===== config.mk =====
export PLATFORM = sky130hd
export DESIGN_NAME = main_clock_source_control
export DESIGN_NICKNAME = d
export VERILOG_FILES = /design/src/logic/clk_src_pkg.sv /design/src/logic/clock_source_switch.sv /design/src/logic/main_clock_source_control.sv
export SDC_FILE = /design/constraint.sdc
export NUM_CORES = 1
export LEC_CHECK = 0
export BUFFER_PORTS_ARGS = -buffer_cell sky130_fd_sc_hd__buf_4
export CAP_MARGIN = 0
export CORE_ASPECT_RATIO = 0.75
export CORE_UTILIZATION = 30
export CTS_CLUSTER_SIZE = 40
export DETAILED_ROUTE_END_ITERATION = 6
export PLACE_DENSITY = 0.6
export SLEW_MARGIN = 20
export SYNTH_ARGS = -nofsm -noshare
export SYNTH_HDL_FRONTEND = slang
export SYNTH_HIERARCHICAL = 1
export SYNTH_SLANG_ARGS = --single-unit

===== constraint.sdc =====
create_clock -name aclk -period 2.27 [get_ports aclk]
set_input_delay 0 -clock aclk [delete_from_list [all_inputs] [get_ports aclk]]
set_output_delay 0 -clock aclk [all_outputs]
set_load 0.03 [all_outputs]

===== src/logic/clk_src_pkg.sv =====
// Shared constants, types and decode helpers for the main clock source control
package clk_src_pkg;

  localparam int ADDR_W = 24;
  localparam int DATA_W = 32;

  // Printed offsets are register indices; byte address is four times each
  localparam logic [19:0] IDX_PIN_MODE = 20'hfffa0;
  localparam logic [19:0] IDX_RUN_CTRL = 20'hfffa1;
  localparam logic [19:0] IDX_CLK_SEL  = 20'hfffa4;

  localparam logic [7:0] RST_PIN_MODE = 8'h00;
  localparam logic [7:0] RST_RUN_CTRL = 8'h80;
  localparam logic [7:0] RST_CLK_SEL  = 8'h00;

  // Field positions
  localparam int PM_EXT_BIT    = 7;
  localparam int PM_OSC_BIT    = 6;
  localparam int PM_GAIN_BIT   = 0;
  localparam int RUN_HS_BIT    = 7;
  localparam int RUN_INT_BIT   = 0;
  localparam int SEL_STAT_BIT  = 5;
  localparam int SEL_SRC_BIT   = 4;

  localparam logic [7:0] PM_WMASK = 8'hc1;

  // Cycles the switch waits, once the target runs, before handing over
  localparam int SWITCH_CYCLES = 4;

  localparam logic [1:0] RESP_OKAY   = 2'h0;
  localparam logic [1:0] RESP_SLVERR = 2'h2;

  typedef enum logic [1:0] {
    PM_PORT_A  = 2'b00,
    PM_CRYSTAL = 2'b01,
    PM_PORT_B  = 2'b10,
    PM_EXTCLK  = 2'b11
  } pin_mode_t;

  typedef enum logic [1:0] {
    REG_NONE = 2'b00,
    REG_PIN  = 2'b01,
    REG_RUN  = 2'b10,
    REG_SEL  = 2'b11
  } reg_sel_t;

  typedef enum logic [1:0] {
    SW_IDLE = 2'b00,
    SW_WAIT = 2'b01,
    SW_DONE = 2'b10
  } switch_state_t;

  function automatic logic [ADDR_W-1:0] reg_addr(input logic [19:0] idx);
    reg_addr = {2'b00, idx, 2'b00};
  endfunction

  function automatic reg_sel_t decode(input logic [ADDR_W-1:0] addr);
    if ({addr[ADDR_W-1:2], 2'b00} == reg_addr(IDX_PIN_MODE)) begin
      decode = REG_PIN;
    end else if ({addr[ADDR_W-1:2], 2'b00} == reg_addr(IDX_RUN_CTRL)) begin
      decode = REG_RUN;
    end else if ({addr[ADDR_W-1:2], 2'b00} == reg_addr(IDX_CLK_SEL)) begin
      decode = REG_SEL;
    end else begin
      decode = REG_NONE;
    end
  endfunction

endpackage


===== src/logic/clock_source_switch.sv =====
// Sequencer that hands the main clock over between the two sources
`timescale 1ns/1ps
module clock_source_switch #(
  parameter int CYCLES = clk_src_pkg::SWITCH_CYCLES
) (
  // Clock and reset
  input  wire logic aclk,
  input  wire logic aresetn,
  // Request and source health
  input  wire logic want_hs,
  input  wire logic hs_running,
  input  wire logic int_running,
  // Result
  output logic      active_hs_q,
  output logic      busy_q
);
  import clk_src_pkg::*;

  switch_state_t state_q;
  logic [7:0]    count_q;
  logic          target_ok;

  // A switch towards a stopped source stalls rather than glitching the CPU
  assign target_ok = want_hs ? hs_running : int_running;

  always_ff @(posedge aclk) begin
    if (!aresetn) begin
      state_q <= SW_IDLE;
      count_q <= 8'h00;
    end else begin
      case (state_q)
        SW_IDLE: begin
          count_q <= 8'h00;
          if (want_hs != active_hs_q) begin
            state_q <= SW_WAIT;
          end
        end
        SW_WAIT: begin
          if (want_hs == active_hs_q) begin
            state_q <= SW_IDLE;
          end else if (target_ok) begin
            if (count_q == 8'(CYCLES - 1)) begin
              state_q <= SW_DONE;
            end else begin
              count_q <= count_q + 8'h01;
            end
          end else begin
            count_q <= 8'h00;
          end
        end
        SW_DONE: begin
          state_q <= SW_IDLE;
        end
        default: begin
          state_q <= SW_IDLE;
        end
      endcase
    end
  end

  // Main and peripheral clocks follow this one flop together
  always_ff @(posedge aclk) begin
    if (!aresetn) begin
      active_hs_q <= 1'b0;
    end else if (state_q == SW_DONE) begin
      active_hs_q <= want_hs;
    end
  end

  always_ff @(posedge aclk) begin
    if (!aresetn) begin
      busy_q <= 1'b0;
    end else begin
      busy_q <= (state_q == SW_IDLE) ? (want_hs != active_hs_q)
                                     : (state_q != SW_DONE);
    end
  end

endmodule


===== src/logic/main_clock_source_control.sv =====
// Main clock source selection and oscillator run control, AXI4-Lite slave
`timescale 1ns/1ps
module main_clock_source_control #(
  parameter int SWITCH_WAIT = clk_src_pkg::SWITCH_CYCLES
) (
  // Clock and reset
  input  wire logic                           aclk,
  input  wire logic                           aresetn,
  // AXI4-Lite write address
  input  wire logic [clk_src_pkg::ADDR_W-1:0] s_axi_awaddr,
  input  wire logic [2:0]                     s_axi_awprot,
  input  wire logic                           s_axi_awvalid,
  output logic                                s_axi_awready,
  // AXI4-Lite write data
  input  wire logic [clk_src_pkg::DATA_W-1:0] s_axi_wdata,
  input  wire logic [3:0]                     s_axi_wstrb,
  input  wire logic                           s_axi_wvalid,
  output logic                                s_axi_wready,
  // AXI4-Lite write response
  output logic [1:0]                          s_axi_bresp,
  output logic                                s_axi_bvalid,
  input  wire logic                           s_axi_bready,
  // AXI4-Lite read address
  input  wire logic [clk_src_pkg::ADDR_W-1:0] s_axi_araddr,
  input  wire logic [2:0]                     s_axi_arprot,
  input  wire logic                           s_axi_arvalid,
  output logic                                s_axi_arready,
  // AXI4-Lite read data
  output logic [clk_src_pkg::DATA_W-1:0]      s_axi_rdata,
  output logic [1:0]                          s_axi_rresp,
  output logic                                s_axi_rvalid,
  input  wire logic                           s_axi_rready,
  // Stop mode controller
  input  wire logic                           stop_mode_release,
  // Pin function control
  output logic                                crystal_pin_one_osc,
  output logic                                crystal_pin_two_osc,
  output logic                                crystal_pin_two_ext,
  output logic                                high_freq_gain_sel,
  // Oscillator control
  output logic                                crystal_osc_run,
  output logic                                ext_clock_valid,
  output logic                                internal_hs_osc_run,
  output logic                                stab_count_start,
  // Clock tree select, 1 picks the high-speed system clock
  output logic                                main_clock_sel,
  output logic                                periph_clock_sel,
  output logic                                switch_busy
);
  import clk_src_pkg::*;

  // Bus channel state
  logic              awready_q;
  logic              wready_q;
  logic              aw_have_q;
  logic              w_have_q;
  logic [ADDR_W-1:0] awaddr_q;
  logic [DATA_W-1:0] wdata_q;
  logic [3:0]        wstrb_q;
  logic              bvalid_q;
  logic [1:0]        bresp_q;
  logic              arready_q;
  logic              rvalid_q;
  logic [DATA_W-1:0] rdata_q;
  logic [1:0]        rresp_q;

  // Register state
  logic [7:0]        pin_mode_q;
  logic              pin_locked_q;
  logic              hs_halt_q;
  logic              int_halt_q;
  logic              src_sel_q;

  // Derived
  logic              do_write;
  logic              byte0_wr;
  reg_sel_t          wr_sel;
  reg_sel_t          rd_sel;
  pin_mode_t         pin_mode;
  logic              mode_crystal;
  logic              mode_ext;
  logic              mode_port;
  logic              crystal_run_d;
  logic              ext_valid_d;
  logic              active_hs;
  logic              busy;
  logic [7:0]        rd_byte;

  assign do_write = aw_have_q && w_have_q && !bvalid_q;
  assign byte0_wr = do_write && wstrb_q[0];
  assign wr_sel   = decode(awaddr_q);
  assign rd_sel   = decode(s_axi_araddr);

  // Pin mode decode
  // Codes 00 and 10 both leave the pins to the port logic
  assign pin_mode     = pin_mode_t'({pin_mode_q[PM_EXT_BIT],
                                      pin_mode_q[PM_OSC_BIT]});
  assign mode_crystal = (pin_mode == PM_CRYSTAL);
  assign mode_ext     = (pin_mode == PM_EXTCLK);
  assign mode_port    = !mode_crystal && !mode_ext;

  assign crystal_run_d = mode_crystal && !hs_halt_q;
  assign ext_valid_d   = mode_ext && !hs_halt_q;

  // Write address channel
  always_ff @(posedge aclk) begin
    if (!aresetn) begin
      awready_q <= 1'b1;
      aw_have_q <= 1'b0;
      awaddr_q  <= '0;
    end else begin
      if (s_axi_awvalid && awready_q) begin
        awready_q <= 1'b0;
        aw_have_q <= 1'b1;
        awaddr_q  <= s_axi_awaddr;
      end else if (do_write) begin
        aw_have_q <= 1'b0;
      end else if (bvalid_q && s_axi_bready) begin
        awready_q <= 1'b1;
      end
    end
  end

  // Write data channel
  always_ff @(posedge aclk) begin
    if (!aresetn) begin
      wready_q <= 1'b1;
      w_have_q <= 1'b0;
      wdata_q  <= '0;
      wstrb_q  <= 4'h0;
    end else begin
      if (s_axi_wvalid && wready_q) begin
        wready_q <= 1'b0;
        w_have_q <= 1'b1;
        wdata_q  <= s_axi_wdata;
        wstrb_q  <= s_axi_wstrb;
      end else if (do_write) begin
        w_have_q <= 1'b0;
      end else if (bvalid_q && s_axi_bready) begin
        wready_q <= 1'b1;
      end
    end
  end

  // Write response, unmapped addresses answer with an error
  // The response waits one idle cycle after both halves land, which keeps
  // the register update and bvalid on the same edge
  always_ff @(posedge aclk) begin
    if (!aresetn) begin
      bvalid_q <= 1'b0;
      bresp_q  <= RESP_OKAY;
    end else if (do_write) begin
      bvalid_q <= 1'b1;
      bresp_q  <= (wr_sel == REG_NONE) ? RESP_SLVERR : RESP_OKAY;
    end else if (bvalid_q && s_axi_bready) begin
      bvalid_q <= 1'b0;
    end
  end

  // Pin mode register: one shot, so a runaway program cannot remap pins
  // A write with byte 0 unstrobed is not the one write the lock counts
  always_ff @(posedge aclk) begin
    if (!aresetn) begin
      pin_mode_q   <= RST_PIN_MODE;
      pin_locked_q <= 1'b0;
    end else if (byte0_wr && wr_sel == REG_PIN && !pin_locked_q) begin
      pin_mode_q   <= wdata_q[7:0] & PM_WMASK;
      pin_locked_q <= 1'b1;
    end
  end

  // Oscillator run control register
  // In port mode the halt bit keeps its value, so a later mode change
  // cannot start an oscillator that was never asked for
  always_ff @(posedge aclk) begin
    if (!aresetn) begin
      hs_halt_q  <= RST_RUN_CTRL[RUN_HS_BIT];
      int_halt_q <= RST_RUN_CTRL[RUN_INT_BIT];
    end else if (byte0_wr && wr_sel == REG_RUN) begin
      int_halt_q <= wdata_q[RUN_INT_BIT];
      if (!mode_port) begin
        hs_halt_q <= wdata_q[RUN_HS_BIT];
      end
    end
  end

  // Main clock select register; status bit is not writable
  always_ff @(posedge aclk) begin
    if (!aresetn) begin
      src_sel_q <= RST_CLK_SEL[SEL_SRC_BIT];
    end else if (byte0_wr && wr_sel == REG_SEL) begin
      src_sel_q <= wdata_q[SEL_SRC_BIT];
    end
  end

  // Switch waits for the target to run before moving the tree select
  // Tree select, peripheral select and status bit share one flop inside
  // the switch, so a status read never runs ahead of the clock tree
  clock_source_switch #(
    .CYCLES      (SWITCH_WAIT)
  ) u_switch (
    .aclk        (aclk),
    .aresetn     (aresetn),
    .want_hs     (src_sel_q),
    .hs_running  (crystal_osc_run || ext_clock_valid),
    .int_running (internal_hs_osc_run),
    .active_hs_q (active_hs),
    .busy_q      (busy)
  );

  assign main_clock_sel   = active_hs;
  assign periph_clock_sel = active_hs;
  assign switch_busy      = busy;

  // Pin function and oscillator outputs
  // Gain only steers the pad amplifier; the choice follows the frequency
  always_ff @(posedge aclk) begin
    if (!aresetn) begin
      crystal_pin_one_osc <= 1'b0;
      crystal_pin_two_osc <= 1'b0;
      crystal_pin_two_ext <= 1'b0;
      high_freq_gain_sel  <= 1'b0;
    end else begin
      crystal_pin_one_osc <= mode_crystal;
      crystal_pin_two_osc <= mode_crystal;
      crystal_pin_two_ext <= mode_ext;
      high_freq_gain_sel  <= pin_mode_q[PM_GAIN_BIT];
    end
  end

  always_ff @(posedge aclk) begin
    if (!aresetn) begin
      crystal_osc_run     <= 1'b0;
      ext_clock_valid     <= 1'b0;
      internal_hs_osc_run <= 1'b1;
    end else begin
      crystal_osc_run     <= crystal_run_d;
      ext_clock_valid     <= ext_valid_d;
      internal_hs_osc_run <= !int_halt_q;
    end
  end

  // Counter kick on the rising edge of crystal run, or on stop release
  // An external clock needs no build-up time, so it does not kick it
  always_ff @(posedge aclk) begin
    if (!aresetn) begin
      stab_count_start <= 1'b0;
    end else begin
      stab_count_start <= (crystal_run_d && !crystal_osc_run) ||
                          stop_mode_release;
    end
  end

  // Read data mux
  always_comb begin
    rd_byte = 8'h00;
    case (rd_sel)
      REG_PIN: begin
        rd_byte = pin_mode_q;
      end
      REG_RUN: begin
        rd_byte[RUN_HS_BIT]  = hs_halt_q;
        rd_byte[RUN_INT_BIT] = int_halt_q;
      end
      REG_SEL: begin
        rd_byte[SEL_STAT_BIT] = active_hs;
        rd_byte[SEL_SRC_BIT]  = src_sel_q;
      end
      default: begin
        rd_byte = 8'h00;
      end
    endcase
  end

  // Read channel: one read in flight, answered the cycle after acceptance
  // Unmapped reads answer with an error and zero data
  always_ff @(posedge aclk) begin
    if (!aresetn) begin
      arready_q <= 1'b1;
      rvalid_q  <= 1'b0;
      rdata_q   <= '0;
      rresp_q   <= RESP_OKAY;
    end else begin
      if (s_axi_arvalid && arready_q) begin
        arready_q <= 1'b0;
        rvalid_q  <= 1'b1;
        rdata_q   <= {24'h000000, rd_byte};
        rresp_q   <= (rd_sel == REG_NONE) ? RESP_SLVERR : RESP_OKAY;
      end else if (rvalid_q && s_axi_rready) begin
        rvalid_q  <= 1'b0;
        arready_q <= 1'b1;
      end
    end
  end

  assign s_axi_awready = awready_q;
  assign s_axi_wready  = wready_q;
  assign s_axi_bvalid  = bvalid_q;
  assign s_axi_bresp   = bresp_q;
  assign s_axi_arready = arready_q;
  assign s_axi_rvalid  = rvalid_q;
  assign s_axi_rdata   = rdata_q;
  assign s_axi_rresp   = rresp_q;

endmodule


==> results.yml <==
synthesis:
  synth_area_per_cell_um2: 8.398
  synth_top_area_share: 0.4461
  seq_area_frac_synth: 0.4461
  synthCells: 358
  async_flop_share: 0
  synth_flop_cell: "dfxtp_1"
  synthTopCellsByArea: "dfxtp_1 45%, nand2_1 9.2%, buf_4 7.7%"
  ys_seq_elements: 67
  synth_edf_count: 0
  synth_cell_types: 56
  syn-cell-area_um2: 3007
  yosysWarningCount: 6
  yosys.area.top_type: "dfxtp_1"
setup_path:
  rrSetupSlack_ps: 330
  reg2regPathDepth: 5
  crit_required_ps: 2490
  worstPathCellList: "ha_1, nor4b_1, and4b_1, nor2_1, a32o_1"
  arrival_ps: 2160
  crit_path_end_kind: "flop"
  timing.critical_path.from: "u_switch/count_q[0]$_SDFFE_PN0P_"
  cp_max_fo: 11
  r2r_end: "u_switch/count_q[6]$_SDFFE_PN0P_"
  r2r-start: "u_switch/count_q[0]$_SDFFE_PN0P_"
  crit_type: "flop to flop"
  endpoint: "u_switch/count_q[6]$_SDFFE_PN0P_"
  start_kind: "flop"
  cp.depth: 5
  cpLargestDelayFamily: "simple AND/OR/NAND/NOR gates"
  cp_slowest_cell: "and4b_1"
  cp.buffers_inverters: 0
  crit_path_max_incr_delay_ps: 510
clocking:
  post-cts-setup-buffers: 0
  cts_tree: "yes"
  path_clk_slew_ps: 60
  cts_made_buffers: 9
  clk_path_buf_depth: 2
  clk_latency_ps: 340
  cts_root_buf: "clkbuf_16"
  htreeDepth: 3
  clock-sinks: 67
cells_and_area:
  antennaDiodeCount: 0
  layout_common_cells: "80 x buf_4, 74 x nand2_1, 67 x dfxtp_1, 39 x a21oi_1, 31 x dlygate4sd3_1"
  fin_cells: 600
  final_layout_size_suffix_gt1_frac: 0.2244
  nets: 562
  final_common_cell: "buf_4"
  syn2layout_area_growth_pct: 40.16
  stdcell_area_um2: 4214
sta:
  hold_viol_final: 0
  relSlewSlack: 0.4865
  worst_pin_slew_ps: 770.2
  fmaxAchievable_mhz: 516.3
  final.period_utilization: 0.8532
  finalClockSkew_ps: 8.209
  period_needed_ps: 1937
  finalSetupViolations: 0
  fin_ws_ps: 333.2
  slew_viol_final: 0
  rsz0062_at_grt: "false"
  finalSetupTns_ps: 0
place:
  place_inst: 553
  preCtsSetupSlack_ps: 386.3
  post_dp_cell_area_um2: 3577
  hpwl_um: 5147
  gp_congestion: 0.8051
  port-buffer-count: 79
min_path:
  hp-class: "input pin to flop"
routing:
  drc: 0
  wl_um: 7418
  wl_per_cell_um: 12.36
  ant_nets: 0
  drt_iter0_drc: 141
  firstDrtPassIters: 4
  via_per_inst: 4.657
  vias: 2794
global_route:
  grt_pass1_wl_um: 11820
  overflow: 0
  gr-usage-all-layers: 0.1465
  grt_max_degree: 38
  grt_pass1_vias: 2467
  antenna_found_initial: 0
power_and_ir_drop:
  ir_drop_mv: 0.3848
  cellPowerDensity_nw_per_um2: 733.9
  p_leak_nw: 1.787
job:
  maxCapViolCount: 0
die:
  core_area_um2: 9697
  initial_utilization: 0.3101
  dieArea_um2: 10430
  rows: 31
  io_pins: 150
  die_h_um: 88.70
  fp.dieW_um: 117.6
status:
  status: "finished, final reports clean"
[stage by stage]
step	utilization	total power [W]	hold slack, ps
global route	0.4346	0.003213	51.25
detailed placement	0.3689	0.001566	197.2
floorplan	-	0.001481	103.2
CTS	0.4346	0.003124	27.01
finish	0.4346	0.003092	18.36
global placement	0.3689	0.001560	201.8
[cell usage after synthesis (all sizes together), types with 5 or more instances]
library cell / n
o21ai: 16
nand2: 74
buf: 36
and2: 5
inv: 7
mux2i: 5
nand3: 18
dfxtp: 67
nand4: 5
nor2: 11
a21oi: 39
clkbuf: 9
[registers in the layout (all words and copies together) (netlist names), 2 cells and up]
register          flops
s_axi_rdata           5
wdata_q               4
u_switch/state_q      2
awaddr_q             22
pin_mode_q            3
u_switch/count_q      8
[report_power, final]
part | total (W) | internal (W) | switching (W)
clock | 0.00151 | 0.000968 | 0.000542
combinational | 0.000338 | 0.000146 | 0.000192
sequential | 0.00125 | 0.00122 | 0.0000262
[cell families after synthesis]
family	after synthesis	share of synthesized area
simple gates	155	0.2705
other cells	1	0.001247
compound gates	76	0.1486
buf+inv	52	0.1086
fa+ha+maj	1	0.004161
flops	67	0.4461
xor+xnor	1	0.002914
mux	5	0.01789
[repair_timing]
item                      in CTS  in global routing
hold buffers                  31                  0
resized for setup              0                  0
hold endpoints to repair      36                  0
[routing by layer]
metal / track usage / part of all wire / routed length [um]
met2: 0.2313 / 0.45 / 3371
met3: 0.05026 / 0.058 / 428
met4: 0.06643 / 0.017 / 124
met5: 0 / 0 / 0
met1: 0.1827 / 0.47 / 3494
[tightest hold or removal path: cells and delay by family]
family | cells | cell delay, ps
buf+inv | 1 | 130
compound gates | 1 | 120
simple gates | 1 | 80
[layout make-up]
class                   instances  area (um^2)
fillers                       975         5483
multi-input cells             267         1444
flip-flops and latches         67         1341
repair buffers                111        910.9
clock buffers                   9        225.2
well taps                     132        165.2
clock inverters                 7        101.3
inverters                       7        26.28
[worst min-delay path by stage]
stage,startpoint,endpoint,depth (start not counted)
4_1_cts,s_axi_araddr[2],s_axi_rresp[1]$_SDFFE_PN0P_,3
2_1_floorplan,stop_mode_release,stab_count_start$_SDFF_PN0_,2
3_3_place_gp,stop_mode_release,stab_count_start$_SDFF_PN0_,3
5_1_grt,aresetn,s_axi_awready$_SDFFE_PN1P_,2
3_5_place_dp,stop_mode_release,stab_count_start$_SDFF_PN0_,3
6_report,s_axi_araddr[2],s_axi_rresp[1]$_SDFFE_PN0P_,3
Power figures use the tool's default switching activity.
